File: src/nv_host_pkg.sv
// constants, types and register map for the nonvolatile sram host controller
`default_nettype none
package nv_host_pkg;
  // clock and pin timing
  localparam int unsigned CLK_PERIOD_NS = 40;
  localparam int unsigned ADDRESS_ACCESS_TIME_NS = 45;
  localparam int unsigned ACC_CYC = (ADDRESS_ACCESS_TIME_NS + CLK_PERIOD_NS - 1) / CLK_PERIOD_NS;
  // nonvolatile timing; plain defaults, the real figures are set per board
  localparam int unsigned STORE_GRACE_TIME_NS = 25000;
  localparam int unsigned NV_SAVE_TIME_NS = 12500000;
  localparam int unsigned NV_RESTORE_TIME_NS = 20000;
  localparam int unsigned GRACE_CYC = (STORE_GRACE_TIME_NS + CLK_PERIOD_NS - 1) / CLK_PERIOD_NS;
  localparam int unsigned SAVE_CYC = (NV_SAVE_TIME_NS + CLK_PERIOD_NS - 1) / CLK_PERIOD_NS;
  localparam int unsigned RESTORE_CYC = (NV_RESTORE_TIME_NS + CLK_PERIOD_NS - 1) / CLK_PERIOD_NS;
  localparam int unsigned CNT_W = 20;
  // software sequence addresses
  localparam logic [14:0] SEQ_A0 = 15'h0e38;
  localparam logic [14:0] SEQ_A1 = 15'h31c7;
  localparam logic [14:0] SEQ_A2 = 15'h03e0;
  localparam logic [14:0] SEQ_A3 = 15'h3c1f;
  localparam logic [14:0] SEQ_A4 = 15'h303f;
  localparam logic [14:0] SAVE_ADDR = 15'h0fc0;
  localparam logic [14:0] RESTORE_ADDR = 15'h0c63;
  localparam logic [2:0] SEQ_LAST = 3'h5;
  // register byte offsets
  localparam logic [7:0] CTRL_OFS = 8'h00;
  localparam logic [7:0] ADDR_OFS = 8'h04;
  localparam logic [7:0] WDATA_OFS = 8'h08;
  localparam logic [7:0] RDATA_OFS = 8'h0c;
  localparam logic [7:0] STATUS_OFS = 8'h10;
  // field positions
  localparam int unsigned CTRL_GO = 0;
  localparam int unsigned CTRL_OP_LO = 1;
  localparam int unsigned CTRL_HW = 3;
  localparam int unsigned STAT_BUSY = 0;
  localparam int unsigned STAT_DONE = 1;
  localparam int unsigned STAT_PIN_LOW = 2;
  localparam int unsigned STAT_SEQ_LO = 4;
  localparam logic [1:0] RESP_OKAY = 2'h0;
  localparam logic [1:0] RESP_SLVERR = 2'h2;
  // operation codes
  localparam logic [1:0] OP_READ = 2'h0;
  localparam logic [1:0] OP_WRITE = 2'h1;
  localparam logic [1:0] OP_SAVE = 2'h2;
  localparam logic [1:0] OP_RESTORE = 2'h3;
  typedef enum logic [6:0] {
    S_IDLE = 7'h01, S_SETUP = 7'h02, S_ACC = 7'h04, S_GAP = 7'h08,
    S_HSREQ = 7'h10, S_NVWAIT = 7'h20, S_BUSYWAIT = 7'h40
  } state_t;
endpackage
`default_nettype wire

File: src/nv_host.sv
// host controller for a nonvolatile sram, driven by software over axi4-lite
// Summary of operation
// - host holds address, keeps oe high writing
// - sequence starts with three fixed reads
// - two more reads, sixth address saves
// - alternative sixth address restores instead
//
// The register offsets and the AXI4-Lite interface to the registers were chosen for this implementation.
`default_nettype none
module nv_host #(
  parameter int unsigned GRACE_CYC = nv_host_pkg::GRACE_CYC,
  parameter int unsigned SAVE_CYC = nv_host_pkg::SAVE_CYC,
  parameter int unsigned RESTORE_CYC = nv_host_pkg::RESTORE_CYC
) (
  input wire logic clk_sys,
  input wire logic rst_b,
  input wire logic [7:0] awaddr,
  input wire logic awvalid,
  output logic awready,
  input wire logic [31:0] wdata,
  input wire logic [3:0] wstrb,
  input wire logic wvalid,
  output logic wready,
  output logic [1:0] bresp,
  output logic bvalid,
  input wire logic bready,
  input wire logic [7:0] araddr,
  input wire logic arvalid,
  output logic arready,
  output logic [31:0] rdata,
  output logic [1:0] rresp,
  output logic rvalid,
  input wire logic rready,
  output logic ce_n,
  output logic oe_n,
  output logic we_n,
  output logic [14:0] address_bus,
  input wire logic [7:0] data_bus_i,
  output logic [7:0] data_bus_o,
  output logic data_bus_oe,
  input wire logic store_busy_n_i,
  output logic store_busy_n_o,
  output logic store_busy_n_oe
);
  typedef struct packed {
    nv_host_pkg::state_t st;
    logic [nv_host_pkg::CNT_W-1:0] cnt;
    logic [14:0] addr;
    logic [7:0] wdat;
    logic [7:0] rdat;
    logic [1:0] op;
    logic [2:0] seq;
    logic done;
    logic ce_n;
    logic oe_n;
    logic we_n;
    logic dq_oe;
    logic hs_oe;
    logic bvalid;
    logic [1:0] bresp;
    logic rvalid;
    logic [31:0] rdata;
    logic [1:0] rresp;
  } regs_t;

  regs_t r_q;
  regs_t r_d;
  logic wr_take;
  logic rd_take;
  logic idle;
  logic sw_op;

  // address of step i of the software sequence
  function automatic logic [14:0] seq_addr(input logic [2:0] i, input logic [1:0] op);
    case (i)
      3'h0: seq_addr = nv_host_pkg::SEQ_A0;
      3'h1: seq_addr = nv_host_pkg::SEQ_A1;
      3'h2: seq_addr = nv_host_pkg::SEQ_A2;
      3'h3: seq_addr = nv_host_pkg::SEQ_A3;
      3'h4: seq_addr = nv_host_pkg::SEQ_A4;
      default: seq_addr = (op == nv_host_pkg::OP_RESTORE) ? nv_host_pkg::RESTORE_ADDR
                                                         : nv_host_pkg::SAVE_ADDR;
    endcase
  endfunction

  // both write channels are taken together; one response outstanding at most
  assign wr_take = awvalid && wvalid && !r_q.bvalid;
  assign awready = wr_take;
  assign wready = wr_take;
  assign arready = !r_q.rvalid;
  assign rd_take = arvalid && !r_q.rvalid;
  assign idle = (r_q.st == nv_host_pkg::S_IDLE);
  assign sw_op = r_q.op[1];

  // next state: bus slave first, then the pin sequencer so its set wins
  always_comb begin
    r_d = r_q;
    if (r_q.bvalid && bready) begin
      r_d.bvalid = 1'b0;
    end
    if (r_q.rvalid && rready) begin
      r_d.rvalid = 1'b0;
    end
    if (wr_take) begin
      r_d.bvalid = 1'b1;
      r_d.bresp = nv_host_pkg::RESP_OKAY;
      case (awaddr)
        nv_host_pkg::CTRL_OFS: begin
          if (!idle) begin
            r_d.bresp = nv_host_pkg::RESP_SLVERR;
          end else if (wstrb[0] && wdata[nv_host_pkg::CTRL_GO]) begin
            r_d.done = 1'b0;
            r_d.seq = 3'h0;
            if (wdata[nv_host_pkg::CTRL_HW]) begin
              // hold the shared busy pin low for the grace time
              r_d.st = nv_host_pkg::S_HSREQ;
              r_d.hs_oe = 1'b1;
              r_d.cnt = nv_host_pkg::CNT_W'(GRACE_CYC - 1);
            end else begin
              r_d.op = wdata[nv_host_pkg::CTRL_OP_LO +: 2];
              r_d.st = nv_host_pkg::S_SETUP;
              r_d.dq_oe = (wdata[nv_host_pkg::CTRL_OP_LO +: 2] == nv_host_pkg::OP_WRITE);
              if (wdata[nv_host_pkg::CTRL_OP_LO + 1]) begin
                r_d.addr = nv_host_pkg::SEQ_A0;
              end
            end
          end
        end
        nv_host_pkg::ADDR_OFS: begin
          if (!idle) begin
            r_d.bresp = nv_host_pkg::RESP_SLVERR; // address frozen mid access
          end else begin
            if (wstrb[0]) begin
              r_d.addr[7:0] = wdata[7:0];
            end
            if (wstrb[1]) begin
              r_d.addr[14:8] = wdata[14:8];
            end
          end
        end
        nv_host_pkg::WDATA_OFS: begin
          if (wstrb[0] && idle) begin
            r_d.wdat = wdata[7:0];
          end
        end
        default: r_d.bresp = nv_host_pkg::RESP_SLVERR;
      endcase
    end
    if (rd_take) begin
      r_d.rvalid = 1'b1;
      r_d.rresp = nv_host_pkg::RESP_OKAY;
      r_d.rdata = 32'h0000_0000;
      case (araddr)
        nv_host_pkg::CTRL_OFS: r_d.rdata[nv_host_pkg::CTRL_OP_LO +: 2] = r_q.op;
        nv_host_pkg::ADDR_OFS: r_d.rdata[14:0] = r_q.addr;
        nv_host_pkg::WDATA_OFS: r_d.rdata[7:0] = r_q.wdat;
        nv_host_pkg::RDATA_OFS: r_d.rdata[7:0] = r_q.rdat;
        nv_host_pkg::STATUS_OFS: begin
          r_d.rdata[nv_host_pkg::STAT_BUSY] = !idle;
          r_d.rdata[nv_host_pkg::STAT_DONE] = r_q.done;
          r_d.rdata[nv_host_pkg::STAT_PIN_LOW] = !store_busy_n_i;
          r_d.rdata[nv_host_pkg::STAT_SEQ_LO +: 3] = r_q.seq;
        end
        default: r_d.rresp = nv_host_pkg::RESP_SLVERR;
      endcase
    end
    case (r_q.st)
      nv_host_pkg::S_IDLE: begin
        r_d.dq_oe = r_d.dq_oe;
      end
      nv_host_pkg::S_SETUP: begin
        // no access starts while the busy pin is low
        if (store_busy_n_i) begin
          r_d.st = nv_host_pkg::S_ACC;
          r_d.ce_n = 1'b0;
          r_d.oe_n = (r_q.op == nv_host_pkg::OP_WRITE);
          r_d.we_n = (r_q.op != nv_host_pkg::OP_WRITE);
          r_d.cnt = nv_host_pkg::CNT_W'(nv_host_pkg::ACC_CYC - 1);
        end
      end
      nv_host_pkg::S_ACC: begin
        if (r_q.cnt != '0) begin
          r_d.cnt = r_q.cnt - 1'b1;
        end else begin
          // ce rises so each sequence read is ce controlled
          r_d.ce_n = 1'b1;
          r_d.oe_n = 1'b1;
          r_d.we_n = 1'b1;
          if (r_q.op != nv_host_pkg::OP_WRITE) begin
            r_d.rdat = data_bus_i;
          end
          r_d.st = nv_host_pkg::S_GAP;
        end
      end
      nv_host_pkg::S_GAP: begin
        // address and data held one cycle past the rising strobe
        r_d.dq_oe = 1'b0;
        if (sw_op && r_q.seq != nv_host_pkg::SEQ_LAST) begin
          r_d.seq = r_q.seq + 3'h1;
          r_d.addr = seq_addr(r_q.seq + 3'h1, r_q.op);
          r_d.st = nv_host_pkg::S_SETUP;
        end else if (sw_op) begin
          r_d.seq = 3'h0;
          r_d.st = nv_host_pkg::S_NVWAIT;
          r_d.cnt = (r_q.op == nv_host_pkg::OP_SAVE) ? nv_host_pkg::CNT_W'(SAVE_CYC - 1)
                                                     : nv_host_pkg::CNT_W'(RESTORE_CYC - 1);
        end else begin
          r_d.done = 1'b1;
          r_d.st = nv_host_pkg::S_IDLE;
        end
      end
      nv_host_pkg::S_NVWAIT: begin
        // the chip is disabled for the whole save or restore time
        if (r_q.cnt != '0) begin
          r_d.cnt = r_q.cnt - 1'b1;
        end else begin
          r_d.st = nv_host_pkg::S_BUSYWAIT;
        end
      end
      nv_host_pkg::S_HSREQ: begin
        if (r_q.cnt != '0) begin
          r_d.cnt = r_q.cnt - 1'b1;
        end else begin
          r_d.hs_oe = 1'b0;
          r_d.st = nv_host_pkg::S_BUSYWAIT;
        end
      end
      nv_host_pkg::S_BUSYWAIT: begin
        // device holds the pin low while saving; wait for release
        if (store_busy_n_i) begin
          r_d.done = 1'b1;
          r_d.st = nv_host_pkg::S_IDLE;
        end
      end
      default: r_d.st = nv_host_pkg::S_IDLE;
    endcase
  end

  // single state register
  always_ff @(posedge clk_sys or negedge rst_b) begin
    if (!rst_b) begin
      r_q <= '{st: nv_host_pkg::S_IDLE, ce_n: 1'b1, oe_n: 1'b1, we_n: 1'b1,
               op: nv_host_pkg::OP_READ, default: '0};
    end else begin
      r_q <= r_d;
    end
  end

  // pin outputs and bus responses straight from flip-flops, except the busy pin drive value, which is tied low
  assign bvalid = r_q.bvalid;
  assign bresp = r_q.bresp;
  assign rvalid = r_q.rvalid;
  assign rdata = r_q.rdata;
  assign rresp = r_q.rresp;
  assign ce_n = r_q.ce_n;
  assign oe_n = r_q.oe_n;
  assign we_n = r_q.we_n;
  assign address_bus = r_q.addr;
  assign data_bus_o = r_q.wdat;
  assign data_bus_oe = r_q.dq_oe;
  assign store_busy_n_o = 1'b0; // open drain: only ever pulls low
  assign store_busy_n_oe = r_q.hs_oe;
endmodule
`default_nettype wire

File: config.mk
export PLATFORM = sky130hd
export DESIGN_NAME = nv_host
export DESIGN_NICKNAME = d
export VERILOG_FILES = /design/src/nv_host_pkg.sv /design/src/nv_host.sv
export SDC_FILE = /design/constraint.sdc
export NUM_CORES = 1
export LEC_CHECK = 0
export BUFFER_PORTS_ARGS = -buffer_cell sky130_fd_sc_hd__buf_2
export CELL_PAD_IN_SITES_DETAIL_PLACEMENT = 1
export CELL_PAD_IN_SITES_GLOBAL_PLACEMENT = 1
export CORE_MARGIN = 5
export CORE_UTILIZATION = 25
export CTS_BUF_LIST = sky130_fd_sc_hd__clkbuf_8
export DETAILED_ROUTE_END_ITERATION = 10
export PLACE_DENSITY_LB_ADDON = 0.25
export SYNTH_ARGS = -nofsm -noshare
export SYNTH_HDL_FRONTEND = slang
export SYNTH_SLANG_ARGS = --single-unit
File: constraint.sdc
create_clock -name clk_sys -period 3.73 [get_ports clk_sys]
set_input_delay 0.5595 -clock clk_sys [delete_from_list [all_inputs] [get_ports clk_sys]]
set_output_delay 0.5595 -clock clk_sys [all_outputs]
set_load 0.1 [all_outputs]
---- Word-level counts from Yosys, hierarchy flattened ----
Index checks and enable logic that the tools add are counted.
cells by class
  $add $sub $neg .......................... 2
  eq/ne operators ......................... 26
  muxes and demuxes ....................... 65
  bitwise logic cells ..................... 2
  reduce and logical (&&, ||, !) cells .... 32
operators with widths
  kind                   count
  $mux 42                2
  $mux 20                4
  $mux 15                5
  $pmux 14 s5            1
  $pmux 20 s3            1
  $mux 27                2
  $mux 50                1
  $pmux 7 s6             1
  $mux 35                1
  $mux 7                 5
  $pmux 15 s2            1
  $eq 8x4->1 const B     3
  $mux 8                 3
  $reduce_bool 20->1     1
  $sub 20x1->20 const B  1
  $mux 19                1
  $eq 8x3->1 const B     2
  $logic_not 8->1        2
  $mux 4                 4
  $mux 3                 5
  $reduce_bool 2->1      7
  $mux 6                 2
  $pmux 3 s4             1
  $mux 1                 10
  other kinds (35)       61
word-level totals
  bits in registers ....................... 90
  bits of input ports ..................... 68
  output and inout port bits .............. 70
  word-level logic and storage cells ...... 145

---- Depth between registers and ports, before layout ----
  word-level depth ........................ 9
  depth in mapped cells ................... 10
  depth with buffers taken out ............ 8

---- Worst setup path after synthesis ----
OpenSTA, ideal clock, no wires.
  kind .................................... register to register
  start ................................... register r_q, in the netlist bvalid
  end ..................................... register r_q[88] (netlist name)
  setup time .............................. 0.146 ns
  arrival time ............................ 3.389 ns
  required time ........................... 3.584 ns
  path slack .............................. 0.195 ns
  cell stages (with the launch flop) ...... 9
  path buffers ............................ 0
  period minus slack after synthesis ...... 3.535 ns
  cells stage by stage .................... dfrtp_1 > inv_1 > nand3_1 > inv_1 > nand4b_1 > nor4_1 > a21oi_2 > o21ai_0 > o311ai_0
RTL lines
  item                      RTL line        source
  start: declaration        nv_host.sv:66   regs_t r_q;
  start signal: assignment  nv_host.sv:242  r_q <= '{st: nv_host_pkg::S_IDLE, ce_n: 1'b1, oe_n: 1'b1, we_n: 1'b1,
  start signal: assignment  nv_host.sv:245  r_q <= r_d;

==> results.sh <==
export IMPL_grt_pass1_wl_um=27700
export IMPL_crit_buf_inv=1
export IMPL_cts_tree="built"
export IMPL_antenna_cells=0
export IMPL_grt_max_degree=50
export IMPL_synth_async_reset_ratio_pct=100
export IMPL_fin_crit_sh_pct=82.9
export IMPL_cts_htree_levels=3
export IMPL_cts_sinks=88
export IMPL_clock_path_buffers=2
export IMPL_initialDrtViolationCount=137
export IMPL_drive_gt1_share_pct=26.0
export IMPL_seq_area_frac_synth_pct=42.0
export IMPL_route_detailed_drc=0
export IMPL_hold_path_class="input port to asynchronous set/reset pin"
export IMPL_ir_drop_mv=0.161
export IMPL_dp_hpwl_um=13400
export IMPL_gp_congestion=0.834
export IMPL_cts_made_buffers=9
export IMPL_synthDominantCellAreaShare_pct=40.0
export IMPL_maxSlewViolCount=0
export IMPL_synth_edf_count=0
export IMPL_die_h_um=155
export IMPL_yosys_warnings=0
export IMPL_cts_resized=0
export IMPL_path_clk_slew_ns=0.11
export IMPL_post_synth_top_area_cell="dfrtp_1"
export IMPL_synth_area_top_cells="dfrtp_1 40%, buf_4 8.7%, o21ai_0 4.6%, nor2_1 4.3%, nand2_1 4.0%"
export IMPL_firstDrtPassIters=4
export IMPL_via_count=4564
export IMPL_numPortBuffers=98
export IMPL_fp_row_count=53
export IMPL_worst_pin_slew_ns=0.696
export IMPL_fill_cells=2497
export IMPL_cts_root_buf="clkbuf_8"
export IMPL_die_area_mm2=0.0240
export IMPL_cts_setup_buffers=0
export IMPL_period_minus_slack_ns=3.09
export IMPL_ios=138
export IMPL_crit_type="register to register"
export IMPL_ys_flop_type="dfrtp_1"
export IMPL_crit_family="simple AND/OR/NAND/NOR gates"
export IMPL_fin_setup_tns_ns=0
export IMPL_power_share_switching_pct=36.3
export IMPL_finalPower_uw=2090
export IMPL_syn_area_mm2=0.00526
export IMPL_insertion_delay_ns=0.40
export IMPL_nets=717
export IMPL_hold_viol_final=0
export IMPL_finalSetupViolations=0
export IMPL_yosysUniqueCellTypes=65
export IMPL_critPathArrivalTime_ns=3.36
export IMPL_avgSynthCellArea_um2=9.05
export IMPL_cp_end_kind="register"
export IMPL_leakagePower_uw=0.00269
export IMPL_combPwrFrac_pct=19.5
export IMPL_ant_nets=0
export IMPL_rsz0062_at_grt="no"
export IMPL_maxCapViolCount=0
export IMPL_seqPwrFrac_pct=48.2
export IMPL_power_density_mw_per_mm2=353
export IMPL_power_internal_uw=1330
export IMPL_vias_per_cell=4.96
export IMPL_grt_overflow=0
export IMPL_fmax_mhz=323
export IMPL_synthCells=581
export IMPL_crit_chain="inv_1, ha_1, or4b_2, nor4_1, a21o_1, and3_1, o21ai_0"
export IMPL_relSlewSlack_pct=53.6
export IMPL_crit_fanout=19
export IMPL_grt_antenna_before_repair=0
export IMPL_p_sw_uw=758
export IMPL_hold_buffers=0
export IMPL_status="completed"
export IMPL_critPathRequiredTime_ns=4.00
export IMPL_routed_wl_um=17200
export IMPL_core_area_mm2=0.0209
export IMPL_startpoint_type="register"
export IMPL_clockPowerShare_pct=32.3
export IMPL_critical_path_max_stage_delay_ns=0.63
export IMPL_start_util_pct=25.2
export IMPL_ys_ff_latch=88
export IMPL_skew_ns=0.0219
export IMPL_grt_pass1_vias=4836
export IMPL_dieWidth_um=155
export IMPL_critical_path_slowest_cell="or4b_2"
export IMPL_post_drt_wl_per_cell_um=18.7
export IMPL_areaGrowthSynthToFinish_pct=12.6
export IMPL_track_usage_pct=14.5
==> stage by stage <==
step	utilization, %	hold WS [ns]	cell area (µm²)	worst slack [ns]	std cells
after floorplan	-	0.264	5330	0.195	600
after global placement	27.4	0.429	5730	0.679	905
after detailed placement	27.4	0.434	5730	0.628	905
after CTS	28.3	0.208	5920	0.589	921
after global routing	28.3	0.227	5920	0.282	921
final	28.3	0.180	5920	0.639	921
==> flip-flops by register name, indices dropped and copies added (netlist names), 8 cells and up <==
| register | count |
|---|---|
| r_q | 41 |
| data_bus_o | 8 |
| address_bus | 15 |
| rdata | 15 |
==> power by group through the flow <==
| stage | Combinational (µW) | Sequential (µW) | Clock (µW) |
|---|---|---|---|
| floorplan | 290 | 1050 | 0 |
| global placement | 403 | 1020 | 0 |
| detailed placement | 410 | 1020 | 0 |
| CTS | 411 | 1010 | 699 |
| global route | 437 | 1010 | 740 |
| finish | 408 | 1010 | 673 |
==> path summary, 6_finish.rpt <==
path | depth (start not counted) | to | slack, ns | start
setup / recovery | 7 | r_q[101] | 0.64 | r_q[80]
hold / removal | 1 | rdata[8] | 0.18 | rst_b
setup reg to reg | 7 | r_q[101] | 0.64 | r_q[80]
hold reg to reg | 1 | r_q[80] | 0.44 | r_q[80]
max in group asynchronous | 2 | r_q[106] | 2.72 | rst_b
min in group clk_sys | 2 | bvalid | 0.33 | bready
==> cell usage in the layout, fill, tap and decap left out, types with 3 or more instances in the layout <==
cell / synthesis / layout
a22oi_1: 7 / 7
nand3_1: 20 / 20
nor4_1: 9 / 9
or3_1: 8 / 8
inv_6: 0 / 3
o211ai_1: 5 / 5
nand4b_1: 3 / 3
mux2i_1: 9 / 9
nand2b_1: 3 / 3
nor2_1: 60 / 60
a31oi_1: 4 / 4
nor3_1: 11 / 11
or4b_2: 4 / 4
buf_4: 61 / 15
nand3b_1: 4 / 4
o311ai_0: 4 / 4
buf_2: 2 / 97
nand2_1: 56 / 56
conb_1: 1 / 20
nor2b_1: 4 / 4
o41ai_1: 3 / 3
o21ai_0: 48 / 48
nand4_1: 6 / 6
dfstp_2: 4 / 4
and2_1: 3 / 3
and3_1: 9 / 9
mux2_2: 11 / 11
clkbuf_8: 0 / 10
a211oi_1: 3 / 3
a21oi_1: 35 / 35
ha_1: 8 / 8
a221oi_1: 10 / 10
or2_2: 4 / 4
dfrtp_1: 84 / 84
a21o_1: 4 / 4
inv_1: 11 / 11
mux2_4: 8 / 8
==> cells in the mapped netlist (9+ instances only) <==
master and n:
inv_1 11, nand2_1 56, dfrtp_1 84, a21oi_1 35, mux2i_1 9, mux2_2 11
a221oi_1 10, nand3_1 20, nor4_1 9, nor3_1 11, o21ai_0 48, nor2_1 60
clkbuf_1 17, and3_1 9, buf_4 61
==> area by class of cell <==
class                      instances  area (µm²)  area share (%)
inverter                          11        41.3           0.698
sequential                        88        2210            37.3
multi-input combinational        419        2540            42.9
tap                              275         344            5.81
clock inverter                     6        50.0           0.846
clock buffer                      10         138            2.33
timing repair buffer             112         598            10.1
==> worst reg2reg max path, cell delays in order (launching register included) <==
cell and delay (ns):
dfrtp_1 0.39, inv_1 0.14, ha_1 0.18, or4b_2 0.63, nor4_1 0.56, a21o_1 0.61
and3_1 0.34, o21ai_0 0.13
==> logic make-up (layout without fill, tap and decap cells) <==
group	count (synthesis)	after routing	share of synthesized area, %
other cells	1	20	0.0713
simple gates	219	219	21.3
fa+ha+maj	8	8	1.90
compound gates	143	143	17.2
flops	88	88	42.0
buf+inv	93	139	11.0
xor+xnor	1	1	0.167
mux	28	28	6.36
==> routing by layer <==
metal,vias up,track usage [%],wire length (µm)
met4,0,4.46,295
met1,2307,18.2,7420
met5,-,0,0
met3,17,3.25,907
met2,93,24.8,8560
li1,2147,-,-
Note: power is estimated with default switching activity, not from simulation.
